File: src/shared/ctp_pkg.sv
// Shared types and constants for the compact 10-bit timer
package ctp_pkg;

	localparam int CNT_W = 10;
	localparam int PER_W = 3;
	localparam int PER_LSB = 7;
	localparam int BYTE_W = 8;
	localparam int DATA_W = 32;
	localparam int ADDR_W = 8;
	localparam int PRE_W = 6;

	// Register byte offsets
	localparam logic [ADDR_W-1:0] OFS_CTL0 = 8'h00;
	localparam logic [ADDR_W-1:0] OFS_CTL1 = 8'h04;
	localparam logic [ADDR_W-1:0] OFS_CNTLO = 8'h08;
	localparam logic [ADDR_W-1:0] OFS_CNTHI = 8'h0c;
	localparam logic [ADDR_W-1:0] OFS_CMPLO = 8'h10;
	localparam logic [ADDR_W-1:0] OFS_CMPHI = 8'h14;
	localparam logic [ADDR_W-1:0] OFS_FLAGS = 8'h18;

	localparam logic [BYTE_W-1:0] CTL_RESET = 8'h00;
	localparam logic [CNT_W-1:0] CNT_RESET = 10'h000;
	localparam logic [CNT_W:0] FULL_PERIOD = 11'h400;
	localparam logic [PER_W-1:0] PER_OVERFLOW = 3'h0;
	localparam int FLAG_A_BIT = 0;
	localparam int FLAG_P_BIT = 1;

	// Prescaler terminal counts
	localparam logic [1:0] DIV4_END = 2'h3;
	localparam logic [3:0] DIV16_END = 4'hf;
	localparam logic [5:0] DIV64_END = 6'h3f;

	typedef enum logic [2:0] {
		CK_SYS4 = 3'h0, CK_SYS = 3'h1, CK_H16 = 3'h2, CK_H64 = 3'h3,
		CK_TBC0 = 3'h4, CK_TBC1 = 3'h5, CK_PINR = 3'h6, CK_PINF = 3'h7
	} ctp_clk_t;

	typedef enum logic [1:0] {
		MD_CMP = 2'h0, MD_UNDEF = 2'h1, MD_PWM = 2'h2, MD_TMR = 2'h3
	} ctp_mode_t;

	typedef enum logic [1:0] {
		IO_NONE = 2'h0, IO_LOW = 2'h1, IO_HIGH = 2'h2, IO_TOGGLE = 2'h3
	} ctp_io_t;

	typedef struct packed {
		logic                   pause;
		ctp_clk_t               clkSel;
		logic                   on;
		logic [PER_W-1:0]       period;
	} ctp_ctl0_t;

	typedef struct packed {
		ctp_mode_t              mode;
		ctp_io_t                outCtl;
		logic                   outLevel;
		logic                   polarity;
		logic                   swap;
		logic                   clearSel;
	} ctp_ctl1_t;

	typedef struct packed {
		logic                   psel;
		logic                   penable;
		logic                   pwrite;
		logic [ADDR_W-1:0]      paddr;
		logic [DATA_W-1:0]      pwdata;
	} ctp_apb_req_t;

	typedef struct packed {
		logic                   pready;
		logic                   pslverr;
		logic [DATA_W-1:0]      prdata;
	} ctp_apb_rsp_t;

	typedef struct packed {
		ctp_ctl0_t              ctl0;
		ctp_ctl1_t              ctl1;
		logic [CNT_W-1:0]       cnt;
		logic [CNT_W-1:0]       cmpA;
		logic [BYTE_W-1:0]      byteBuf;
		logic                   flagA;
		logic                   flagP;
		logic                   cmpLevel;
		logic                   pin;
		logic                   onPrev;
		logic [PRE_W-1:0]       pre;
		logic                   extMeta;
		logic                   extSync;
		logic                   extPrev;
		logic                   tbcPrev;
		ctp_apb_rsp_t           rsp;
	} ctp_state_t;

endpackage : ctp_pkg

File: src/core/ctp_timer.sv
// Compact 10-bit timer with compare output and PWM, APB register slave
//
// How it works
// - 10-bit counter advances per selected clock edge
// - P compares top three bits, A all
// - Period codes 1..7 times 128, 0 overflow
// - On rise clears counter, fall holds it
// - No software write path to counter
// - Pause holds counter, resume from held value
// - Clock select picks system, divided, timebase or pin
// - Mode field picks compare, PWM or timer
// - Compare mode A match drives pin action
// - PWM output control forces level or waveform
// - Compare mode on rise restores initial output level
// - Level bit sets initial or active level
// - Same requested level gives no visible change
// - Polarity bit inverts pin in compare mode and in PWM output codes other than the hold code
// - Swap bit exchanges PWM period and duty
// - Clear-select picks A match or P match
// - PWM mode ignores clear-select bit
// - Timer mode holds last pin level
// - Counter read-only pair, compare A read/write
// - Low byte write goes to shared buffer
// - High byte read latches low into buffer
// - Clear-select one suppresses P flag
// - Duty not below period gives full duty
//
// Design decisions made here: the register addresses and the APB register port.
`timescale 1ns/1ps

module ctp_timer (
	input  wire logic                   mclk,
	input  wire logic                   sys_rst,
	input  wire ctp_pkg::ctp_apb_req_t  apbReq,
	output ctp_pkg::ctp_apb_rsp_t       apbRsp,
	input  wire logic                   timerClockInPin,
	input  wire logic                   timebaseClock,
	output logic                        timerOutputPin,
	output logic                        matchAFlag,
	output logic                        matchPFlag
);
	import ctp_pkg::*;

	ctp_state_t                s_r;
	ctp_state_t                s_nxt;

	logic                      access;
	logic                      done;
	logic                      wrDone;
	logic                      rdDone;
	logic                      mapped;
	logic [DATA_W-1:0]         rdData;
	logic                      tick;
	logic                      onRise;
	logic                      running;
	logic [CNT_W:0]            inc;
	logic                      matchA;
	logic                      matchP;
	logic                      clearCnt;
	logic                      pwmMode;
	logic [CNT_W:0]            perTicks;
	logic [CNT_W:0]            pwmPeriod;
	logic [CNT_W:0]            pwmDuty;
	logic                      pwmActive;
	logic                      level;

	always_comb begin
		s_nxt = s_r;
		s_nxt.rsp.pready = 1'b0;
		access = apbReq.psel & apbReq.penable;
		done = access & s_r.rsp.pready;
		wrDone = done & apbReq.pwrite;
		rdDone = done & ~apbReq.pwrite;
		pwmMode = (s_r.ctl1.mode == MD_PWM);

		// Register read path
		mapped = 1'b1;
		rdData = '0;
		case (apbReq.paddr)
			OFS_CTL0: begin
				rdData[BYTE_W-1:0] = s_r.ctl0;
			end
			OFS_CTL1: begin
				rdData[BYTE_W-1:0] = s_r.ctl1;
			end
			OFS_CNTLO, OFS_CMPLO: begin
				rdData[BYTE_W-1:0] = s_r.byteBuf;
			end
			OFS_CNTHI: begin
				rdData[CNT_W-BYTE_W-1:0] = s_r.cnt[CNT_W-1:BYTE_W];
			end
			OFS_CMPHI: begin
				rdData[CNT_W-BYTE_W-1:0] = s_r.cmpA[CNT_W-1:BYTE_W];
			end
			OFS_FLAGS: begin
				rdData[FLAG_A_BIT] = s_r.flagA;
				rdData[FLAG_P_BIT] = s_r.flagP;
			end
			default: begin
				mapped = 1'b0;
			end
		endcase

		// One wait state; answer and data from flops
		if (access && !s_r.rsp.pready) begin
			s_nxt.rsp.pready = 1'b1;
			s_nxt.rsp.pslverr = ~mapped;
			s_nxt.rsp.prdata = apbReq.pwrite ? '0 : rdData;
		end

		// Register write and read side effects
		if (wrDone) begin
			case (apbReq.paddr)
				OFS_CTL0: begin
					s_nxt.ctl0 = apbReq.pwdata[BYTE_W-1:0];
				end
				OFS_CTL1: begin
					s_nxt.ctl1 = apbReq.pwdata[BYTE_W-1:0];
				end
				OFS_CMPLO: begin
					s_nxt.byteBuf = apbReq.pwdata[BYTE_W-1:0];
				end
				OFS_CMPHI: begin
					s_nxt.cmpA = {apbReq.pwdata[CNT_W-BYTE_W-1:0],
						s_r.byteBuf};
				end
				// Flags clear by writing one
				OFS_FLAGS: begin
					if (apbReq.pwdata[FLAG_A_BIT]) begin
						s_nxt.flagA = 1'b0;
					end
					if (apbReq.pwdata[FLAG_P_BIT]) begin
						s_nxt.flagP = 1'b0;
					end
				end
				// counter pair has no write path
				default: begin
				end
			endcase
		end
		if (rdDone && apbReq.paddr == OFS_CNTHI) begin
			s_nxt.byteBuf = s_r.cnt[BYTE_W-1:0];
		end
		if (rdDone && apbReq.paddr == OFS_CMPHI) begin
			s_nxt.byteBuf = s_r.cmpA[BYTE_W-1:0];
		end

		s_nxt.extMeta = timerClockInPin;
		s_nxt.extSync = s_r.extMeta;
		s_nxt.extPrev = s_r.extSync;
		s_nxt.tbcPrev = timebaseClock;
		s_nxt.pre = s_r.pre + 1'b1;

		case (s_r.ctl0.clkSel)
			CK_SYS4: tick = (s_r.pre[1:0] == DIV4_END);
			CK_SYS: tick = 1'b1;
			CK_H16: tick = (s_r.pre[3:0] == DIV16_END);
			CK_H64: tick = (s_r.pre == DIV64_END);
			CK_TBC0, CK_TBC1: tick = timebaseClock & ~s_r.tbcPrev;
			CK_PINR: tick = s_r.extSync & ~s_r.extPrev;
			CK_PINF: tick = ~s_r.extSync & s_r.extPrev;
			default: tick = 1'b0;
		endcase

		s_nxt.onPrev = s_r.ctl0.on;
		onRise = s_r.ctl0.on & ~s_r.onPrev;
		running = s_r.ctl0.on & ~s_r.ctl0.pause & tick;
		inc = {1'b0, s_r.cnt} + 11'h001;

		perTicks = (s_r.ctl0.period == PER_OVERFLOW) ? FULL_PERIOD :
			{1'b0, s_r.ctl0.period, 7'h00};
		matchP = (s_r.ctl0.period == PER_OVERFLOW) ? inc[CNT_W] :
			(inc[CNT_W-1:PER_LSB] == s_r.ctl0.period &&
			inc[PER_LSB-1:0] == '0 && !inc[CNT_W]);
		// Zero compare value never flags A
		matchA = (s_r.cmpA != CNT_RESET) && !inc[CNT_W] &&
			(inc[CNT_W-1:0] == s_r.cmpA);

		if (pwmMode) begin
			clearCnt = s_r.ctl1.swap ? matchA : matchP;
		end else begin
			clearCnt = s_r.ctl1.clearSel ? matchA : matchP;
		end

		pwmPeriod = s_r.ctl1.swap ?
			((s_r.cmpA == CNT_RESET) ? FULL_PERIOD : {1'b0, s_r.cmpA}) :
			perTicks;
		pwmDuty = s_r.ctl1.swap ? perTicks : {1'b0, s_r.cmpA};
		pwmActive = (pwmDuty >= pwmPeriod) ||
			({1'b0, s_r.cnt} < pwmDuty);

		if (onRise) begin
			s_nxt.cnt = CNT_RESET;
			s_nxt.cmpLevel = s_r.ctl1.outLevel;
		end else if (running) begin
			s_nxt.cnt = clearCnt ? CNT_RESET : inc[CNT_W-1:0];
			if (matchA) begin
				s_nxt.flagA = 1'b1;
			end
			if (matchP && (pwmMode || !s_r.ctl1.clearSel)) begin
				s_nxt.flagP = 1'b1;
			end
			if (matchA && s_r.ctl1.mode == MD_CMP) begin
				case (s_r.ctl1.outCtl)
					IO_LOW: s_nxt.cmpLevel = 1'b0;
					IO_HIGH: s_nxt.cmpLevel = 1'b1;
					IO_TOGGLE: s_nxt.cmpLevel = ~s_r.cmpLevel;
					default: s_nxt.cmpLevel = s_r.cmpLevel;
				endcase
			end
		end

		if (pwmMode) begin
			case (s_r.ctl1.outCtl)
				IO_NONE: level = ~s_r.ctl1.outLevel;
				IO_LOW: level = s_r.ctl1.outLevel;
				IO_HIGH: level = pwmActive ? s_r.ctl1.outLevel :
					~s_r.ctl1.outLevel;
				// Undefined code holds the pin under either polarity
				default: level = s_r.pin ^ s_r.ctl1.polarity;
			endcase
		end else begin
			level = s_r.cmpLevel;
		end
		// timer mode keeps last pin level
		case (s_r.ctl1.mode)
			MD_CMP, MD_PWM: s_nxt.pin = level ^ s_r.ctl1.polarity;
			default: s_nxt.pin = s_r.pin;
		endcase
	end

	always_ff @(posedge mclk or posedge sys_rst) begin
		if (sys_rst) begin
			s_r <= '0;
		end else begin
			s_r <= s_nxt;
		end
	end

	assign apbRsp = s_r.rsp;
	assign timerOutputPin = s_r.pin;
	assign matchAFlag = s_r.flagA;
	assign matchPFlag = s_r.flagP;

endmodule : ctp_timer

File: config.mk
export PLATFORM = sky130hd
export DESIGN_NAME = ctp_timer
export DESIGN_NICKNAME = d
export VERILOG_FILES = /design/src/shared/ctp_pkg.sv /design/src/core/ctp_timer.sv
export SDC_FILE = /design/constraint.sdc
export NUM_CORES = 1
export LEC_CHECK = 0
export BUFFER_PORTS_ARGS = -buffer_cell sky130_fd_sc_hd__buf_2
export CORE_ASPECT_RATIO = 1.25
export CORE_MARGIN = 3
export CORE_UTILIZATION = 61
export CTS_CLUSTER_SIZE = 25
export DETAILED_ROUTE_END_ITERATION = 6
export HOLD_SLACK_MARGIN = 0.08
export PLACE_DENSITY = 0.86
export SLEW_MARGIN = 20
export SYNTH_ARGS = -nofsm -noshare
export SYNTH_HDL_FRONTEND = slang
export SYNTH_SLANG_ARGS = --single-unit
File: constraint.sdc
create_clock -name mclk -period 6.5 [get_ports mclk]
set_input_delay 0.975 -clock mclk [delete_from_list [all_inputs] [get_ports mclk]]
set_output_delay 0.975 -clock mclk [all_outputs]
set_load 0.02 [all_outputs]
==> flow_summary.html <==
<table>
<tr><th>Metric</th><th>Value</th></tr>
<tr><th colspan="2">CTS</th></tr>
<tr><td>Deepest clock path buffer count</td><td>2</td></tr>
<tr><td>CTS tree</td><td>yes</td></tr>
<tr><td>Clk Tree Root Cell</td><td>sky130_fd_sc_hd__clkbuf_8</td></tr>
<tr><td>H-tree Lvls</td><td>3</td></tr>
<tr><td>Number of buffers inserted by hold repair at cts</td><td>0</td></tr>
<tr><td>Resized cells post-CTS</td><td>0</td></tr>
<tr><td>Sink count of the clock tree</td><td>69</td></tr>
<tr><td>Number of clock buffers inserted by TritonCTS</td><td>9</td></tr>
<tr><td>Reg clk slew, reported paths</td><td>90 ps</td></tr>
<tr><td>Buffers inserted by post-CTS timing repair</td><td>0</td></tr>
<tr><td>Clock latency of the later-clocked register in the worst-skew pair</td><td>between 300 and 400 ps</td></tr>
<tr><th colspan="2">Route</th></tr>
<tr><td>Via density</td><td>6.365</td></tr>
<tr><td>Drt initial violations</td><td>292</td></tr>
<tr><td>Final wirelength</td><td>11710 um</td></tr>
<tr><td>Wirelength per Cell</td><td>between 15 and 20 um</td></tr>
<tr><td>Drc violations</td><td>0</td></tr>
<tr><td>Antenna-violating nets left</td><td>0</td></tr>
<tr><td>First drt pass iteration count</td><td>7</td></tr>
<tr><td>DR vias</td><td>3908</td></tr>
<tr><th colspan="2">Final layout</th></tr>
<tr><td>Fraction of layout cells with a size suffix above 1</td><td>0.1935</td></tr>
<tr><td>Ant diodes</td><td>0</td></tr>
<tr><td>Final Non-Filler Cells</td><td>just over 600</td></tr>
<tr><td>Layout overhead on the synthesized area</td><td>4.866%</td></tr>
<tr><td># nets final</td><td>between 500 and 600</td></tr>
<tr><th colspan="2">Critical path</th></tr>
<tr><td>Critical path cell sequence</td><td>or4_4 &gt; nor3_2 &gt; mux2i_1 &gt; ha_1 &gt; a221o_1 &gt; a21oi_1 &gt; o211a_1 &gt; nor3_2 &gt; o31ai_1 &gt; mux2_2 &gt; a221oi_2</td></tr>
<tr><td>Kind of cell with the highest combined delay on the critical path</td><td>compound AO/OA/AOI/OAI gates</td></tr>
<tr><td>Max stage delay on crit path</td><td>570 ps</td></tr>
<tr><td>Setup crit end kind</td><td>register</td></tr>
<tr><td>Crit path max-delay cell type</td><td>sky130_fd_sc_hd__or4_4</td></tr>
<tr><td>CP Data Arrival Time</td><td>between 3000 and 4000 ps</td></tr>
<tr><td>Crit Path Max Fanout</td><td>5</td></tr>
<tr><td>Worst setup SP type</td><td>register</td></tr>
<tr><td>Critical path buffers and inverters</td><td>0</td></tr>
<tr><td>Critical Setup Path Class</td><td>reg2reg</td></tr>
<tr><td>Most frequent CP cell</td><td>sky130_fd_sc_hd__nor3_2</td></tr>
<tr><td>Required @ worst endpoint</td><td>6770 ps</td></tr>
<tr><th colspan="2">Timing</th></tr>
<tr><td>Hold Fails Final Rpt</td><td>0</td></tr>
<tr><td>Layout Skew</td><td>11.44 ps</td></tr>
<tr><td>WHS</td><td>361.0 ps</td></tr>
<tr><td>RSZ-0062 raised after global routing</td><td>false</td></tr>
<tr><td>Post-layout minimum cycle time</td><td>approximately 3400 ps</td></tr>
<tr><td>Period utilisation layout</td><td>0.5201</td></tr>
<tr><td>Pins over their slew limit</td><td>0</td></tr>
<tr><td>Slew of the pin with the lowest slew margin</td><td>991.3 ps</td></tr>
<tr><td>Final sum of negative setup slack</td><td>0 ps</td></tr>
<tr><td>Number of failing setup endpoints in the final timing report</td><td>0</td></tr>
<tr><td>Fmax achieved</td><td>about 300 MHz</td></tr>
<tr><td>Final WS setup</td><td>3119 ps</td></tr>
<tr><td>Worst slew margin</td><td>0.3356</td></tr>
<tr><th colspan="2">Global routing</th></tr>
<tr><td>First-pass GRT wire length</td><td>between 15000 and 20000 um</td></tr>
<tr><td>Grt met2 use</td><td>0.4494</td></tr>
<tr><td>Maximum number of pins on one net before global-route repair</td><td>70</td></tr>
<tr><td>Antenna violations before repair</td><td>0</td></tr>
<tr><td>Highest-utilization routing layer at the global route stage</td><td>met2</td></tr>
<tr><td>GRT Overall Usage</td><td>0.2634</td></tr>
<tr><td>Final global-route overflow total</td><td>0</td></tr>
<tr><td>GR Util met1</td><td>0.3205</td></tr>
<tr><td>Vias in the first global route</td><td>3944</td></tr>
<tr><td>Global Route met3 Usage</td><td>0.05317</td></tr>
<tr><th colspan="2">Status</th></tr>
<tr><td>Outcome</td><td>finished clean</td></tr>
<tr><th colspan="2">Power</th></tr>
<tr><td>Leakage power</td><td>0.002281 uW</td></tr>
<tr><td>Post-layout total power</td><td>878.1 uW</td></tr>
<tr><td>Maximum vdd drop</td><td>between 0.15 and 0.2 mV</td></tr>
<tr><td>Power density cells</td><td>174.1 mW/mm^2</td></tr>
<tr><th colspan="2">Synthesis</th></tr>
<tr><td>Yosys cell types</td><td>70</td></tr>
<tr><td>Dominant cells by area after synthesis</td><td>sky130_fd_sc_hd__dfrtp_1 36%, sky130_fd_sc_hd__buf_4 5.9%, sky130_fd_sc_hd__mux2_2 5.6%</td></tr>
<tr><td>Synthesis-stage register bit count</td><td>69</td></tr>
<tr><td>Top flip-flop cell by instance count after synthesis</td><td>sky130_fd_sc_hd__dfrtp_1</td></tr>
<tr><td>Area share of the leading cell type in the synthesized netlist</td><td>0.3591</td></tr>
<tr><td>Sequential area share after synthesis</td><td>0.3591</td></tr>
<tr><td>Synth Instances</td><td>about 510</td></tr>
<tr><td>Mean Syn Cell Area</td><td>9.522 sq um</td></tr>
<tr><td>Post-synth EDFFs</td><td>0</td></tr>
<tr><td>Area of the mapped netlist</td><td>0.004808 sq mm</td></tr>
<tr><td>Share of flip-flops with an asynchronous set or reset after synthesis</td><td>1.000</td></tr>
<tr><td>Most area-hungry cell type in the Yosys netlist</td><td>sky130_fd_sc_hd__dfrtp_1</td></tr>
<tr><td>Count of warnings emitted by yosys</td><td>0</td></tr>
<tr><th colspan="2">Floorplanning</th></tr>
<tr><td>Ports placed on the boundary</td><td>84</td></tr>
<tr><td>Row Count</td><td>35</td></tr>
<tr><td>Die area</td><td>0.008991 sq mm</td></tr>
<tr><td>Core ar.</td><td>0.007532 sq mm</td></tr>
<tr><td>Height of the die</td><td>approximately 110 um</td></tr>
<tr><td>Horizontal extent of the die</td><td>85.41 um</td></tr>
<tr><td>Starting density of the core</td><td>0.6384</td></tr>
<tr><th colspan="2">Placement</th></tr>
<tr><td>Cells after DPL</td><td>598</td></tr>
<tr><td>Worst slack at placement</td><td>between 3000 and 4000 ps</td></tr>
<tr><td>PortBufs</td><td>35</td></tr>
<tr><td>Estimated wirelength of the detail-placed design</td><td>about 8600 um</td></tr>
<tr><td>Final GP Congestion</td><td>around 0.96</td></tr>
<tr><th colspan="2">Min path</th></tr>
<tr><td>Type of the worst min-delay path</td><td>reg2reg</td></tr>
<tr><th colspan="2">Run</th></tr>
<tr><td>Max Cap Viol</td><td>0</td></tr>
</table>
## layout by cell type, fill, tap and decap left out, types with 3 or more instances in the layout
cell / count
sky130_fd_sc_hd__o21ai_0: 21
sky130_fd_sc_hd__a21oi_1: 18
sky130_fd_sc_hd__nor4_1: 4
sky130_fd_sc_hd__mux2_2: 24
sky130_fd_sc_hd__nand2b_1: 13
sky130_fd_sc_hd__a21o_1: 5
sky130_fd_sc_hd__dfrtp_1: 69
sky130_fd_sc_hd__nand3_1: 13
sky130_fd_sc_hd__nand2_1: 50
sky130_fd_sc_hd__nor3_1: 6
sky130_fd_sc_hd__nand4_1: 5
sky130_fd_sc_hd__or3_1: 5
sky130_fd_sc_hd__and3_1: 7
sky130_fd_sc_hd__o31ai_1: 10
sky130_fd_sc_hd__a22o_1: 17
sky130_fd_sc_hd__nor3_2: 4
sky130_fd_sc_hd__inv_1: 17
sky130_fd_sc_hd__nor2_2: 3
sky130_fd_sc_hd__nor2b_1: 4
sky130_fd_sc_hd__conb_1: 24
sky130_fd_sc_hd__clkbuf_8: 9
sky130_fd_sc_hd__o21ai_1: 11
sky130_fd_sc_hd__o211ai_1: 5
sky130_fd_sc_hd__nor3b_1: 3
sky130_fd_sc_hd__ha_1: 20
sky130_fd_sc_hd__nor2_1: 16
sky130_fd_sc_hd__buf_2: 35
sky130_fd_sc_hd__a22oi_1: 7
sky130_fd_sc_hd__xnor2_1: 11
sky130_fd_sc_hd__and2_1: 5
sky130_fd_sc_hd__nand3b_1: 3
sky130_fd_sc_hd__o41ai_1: 7
sky130_fd_sc_hd__xor2_1: 7
sky130_fd_sc_hd__mux2i_1: 11
## registers in the layout, summed over array words and instances (netlist names)
name,count
matchAFlag,1
s_nxt,3
s_r,53
matchPFlag,1
timerOutputPin,1
apbRsp,10
## stage by stage
step	area, sq um	utilization
final	5042	0.6694
after CTS	5034	0.6683
after global routing	5042	0.6694
after floorplan	4895	-
after global placement	4827	0.6409
after detailed placement	4827	0.6409
## cell families after synthesis
kind of cell / count (synthesis) / share of synthesized area
mux: 37 / 0.08535
xor+xnor: 20 / 0.04215
compound gates: 124 / 0.1842
simple gates: 158 / 0.1850
fa+ha+maj: 20 / 0.05204
buf+inv: 76 / 0.09133
other cells: 1 / 0.0007799
flops: 69 / 0.3591
## path summary, 6_finish.rpt
path / startpoint / endpoint / slack [ps] / depth (start not counted)
worst max-delay path: s_r[60] / timerOutputPin / 3120 / 11
worst min-delay path: s_nxt[36] / s_nxt[35] / 360 / 0
max in group asynchronous: sys_rst / matchPFlag / 5070 / 3
min in group asynchronous: sys_rst / s_r[75] / 870 / 3
worst min register to register: s_nxt[36] / s_nxt[35] / 360 / 0
worst max register to register: s_r[60] / timerOutputPin / 3120 / 11
## cell usage after synthesis, types with 6 or more instances
cell type / number
sky130_fd_sc_hd__nor3_1: 6
sky130_fd_sc_hd__and3_1: 7
sky130_fd_sc_hd__ha_1: 20
sky130_fd_sc_hd__inv_1: 18
sky130_fd_sc_hd__nand2b_1: 13
sky130_fd_sc_hd__mux2_2: 24
sky130_fd_sc_hd__o41ai_1: 7
sky130_fd_sc_hd__a22o_1: 17
sky130_fd_sc_hd__buf_2: 9
sky130_fd_sc_hd__o21ai_1: 11
sky130_fd_sc_hd__a21oi_1: 18
sky130_fd_sc_hd__o31ai_1: 10
sky130_fd_sc_hd__xor2_1: 7
sky130_fd_sc_hd__nand3_1: 13
sky130_fd_sc_hd__xnor2_1: 11
sky130_fd_sc_hd__a22oi_1: 7
sky130_fd_sc_hd__nor2_1: 16
sky130_fd_sc_hd__mux2i_1: 11
sky130_fd_sc_hd__buf_4: 38
sky130_fd_sc_hd__dfrtp_1: 69
sky130_fd_sc_hd__nand2_1: 50
sky130_fd_sc_hd__clkbuf_1: 10
sky130_fd_sc_hd__o21ai_0: 21
## report_power, final
group | internal (uW) | switching, uW | total [uW]
clock | 183 | 190 | 373
combinational | 18.9 | 48.2 | 67.1
sequential | 434 | 3.83 | 438
total | 636 | 242 | 878
## final cells by class
| cell class | count | area [sq um] |
|---|---|---|
| repair buffers | 36 | 182.7 |
| inverters | 18 | 67.56 |
| multi-input cells | 383 | 2744 |
| clock inverters | 7 | 82.58 |
| flip-flops and latches | 69 | 1727 |
| well taps | 92 | 115.1 |
| clock buffers | 9 | 123.9 |
| fillers | 595 | 2490 |
## per-layer routing
layer	share of wire	vias to the layer above
met5	0	-
met4	0.028	0
met3	0.069	33
met2	0.52	164
met1	0.39	1910
li1	-	1801
(Power assumes the default switching activity.)
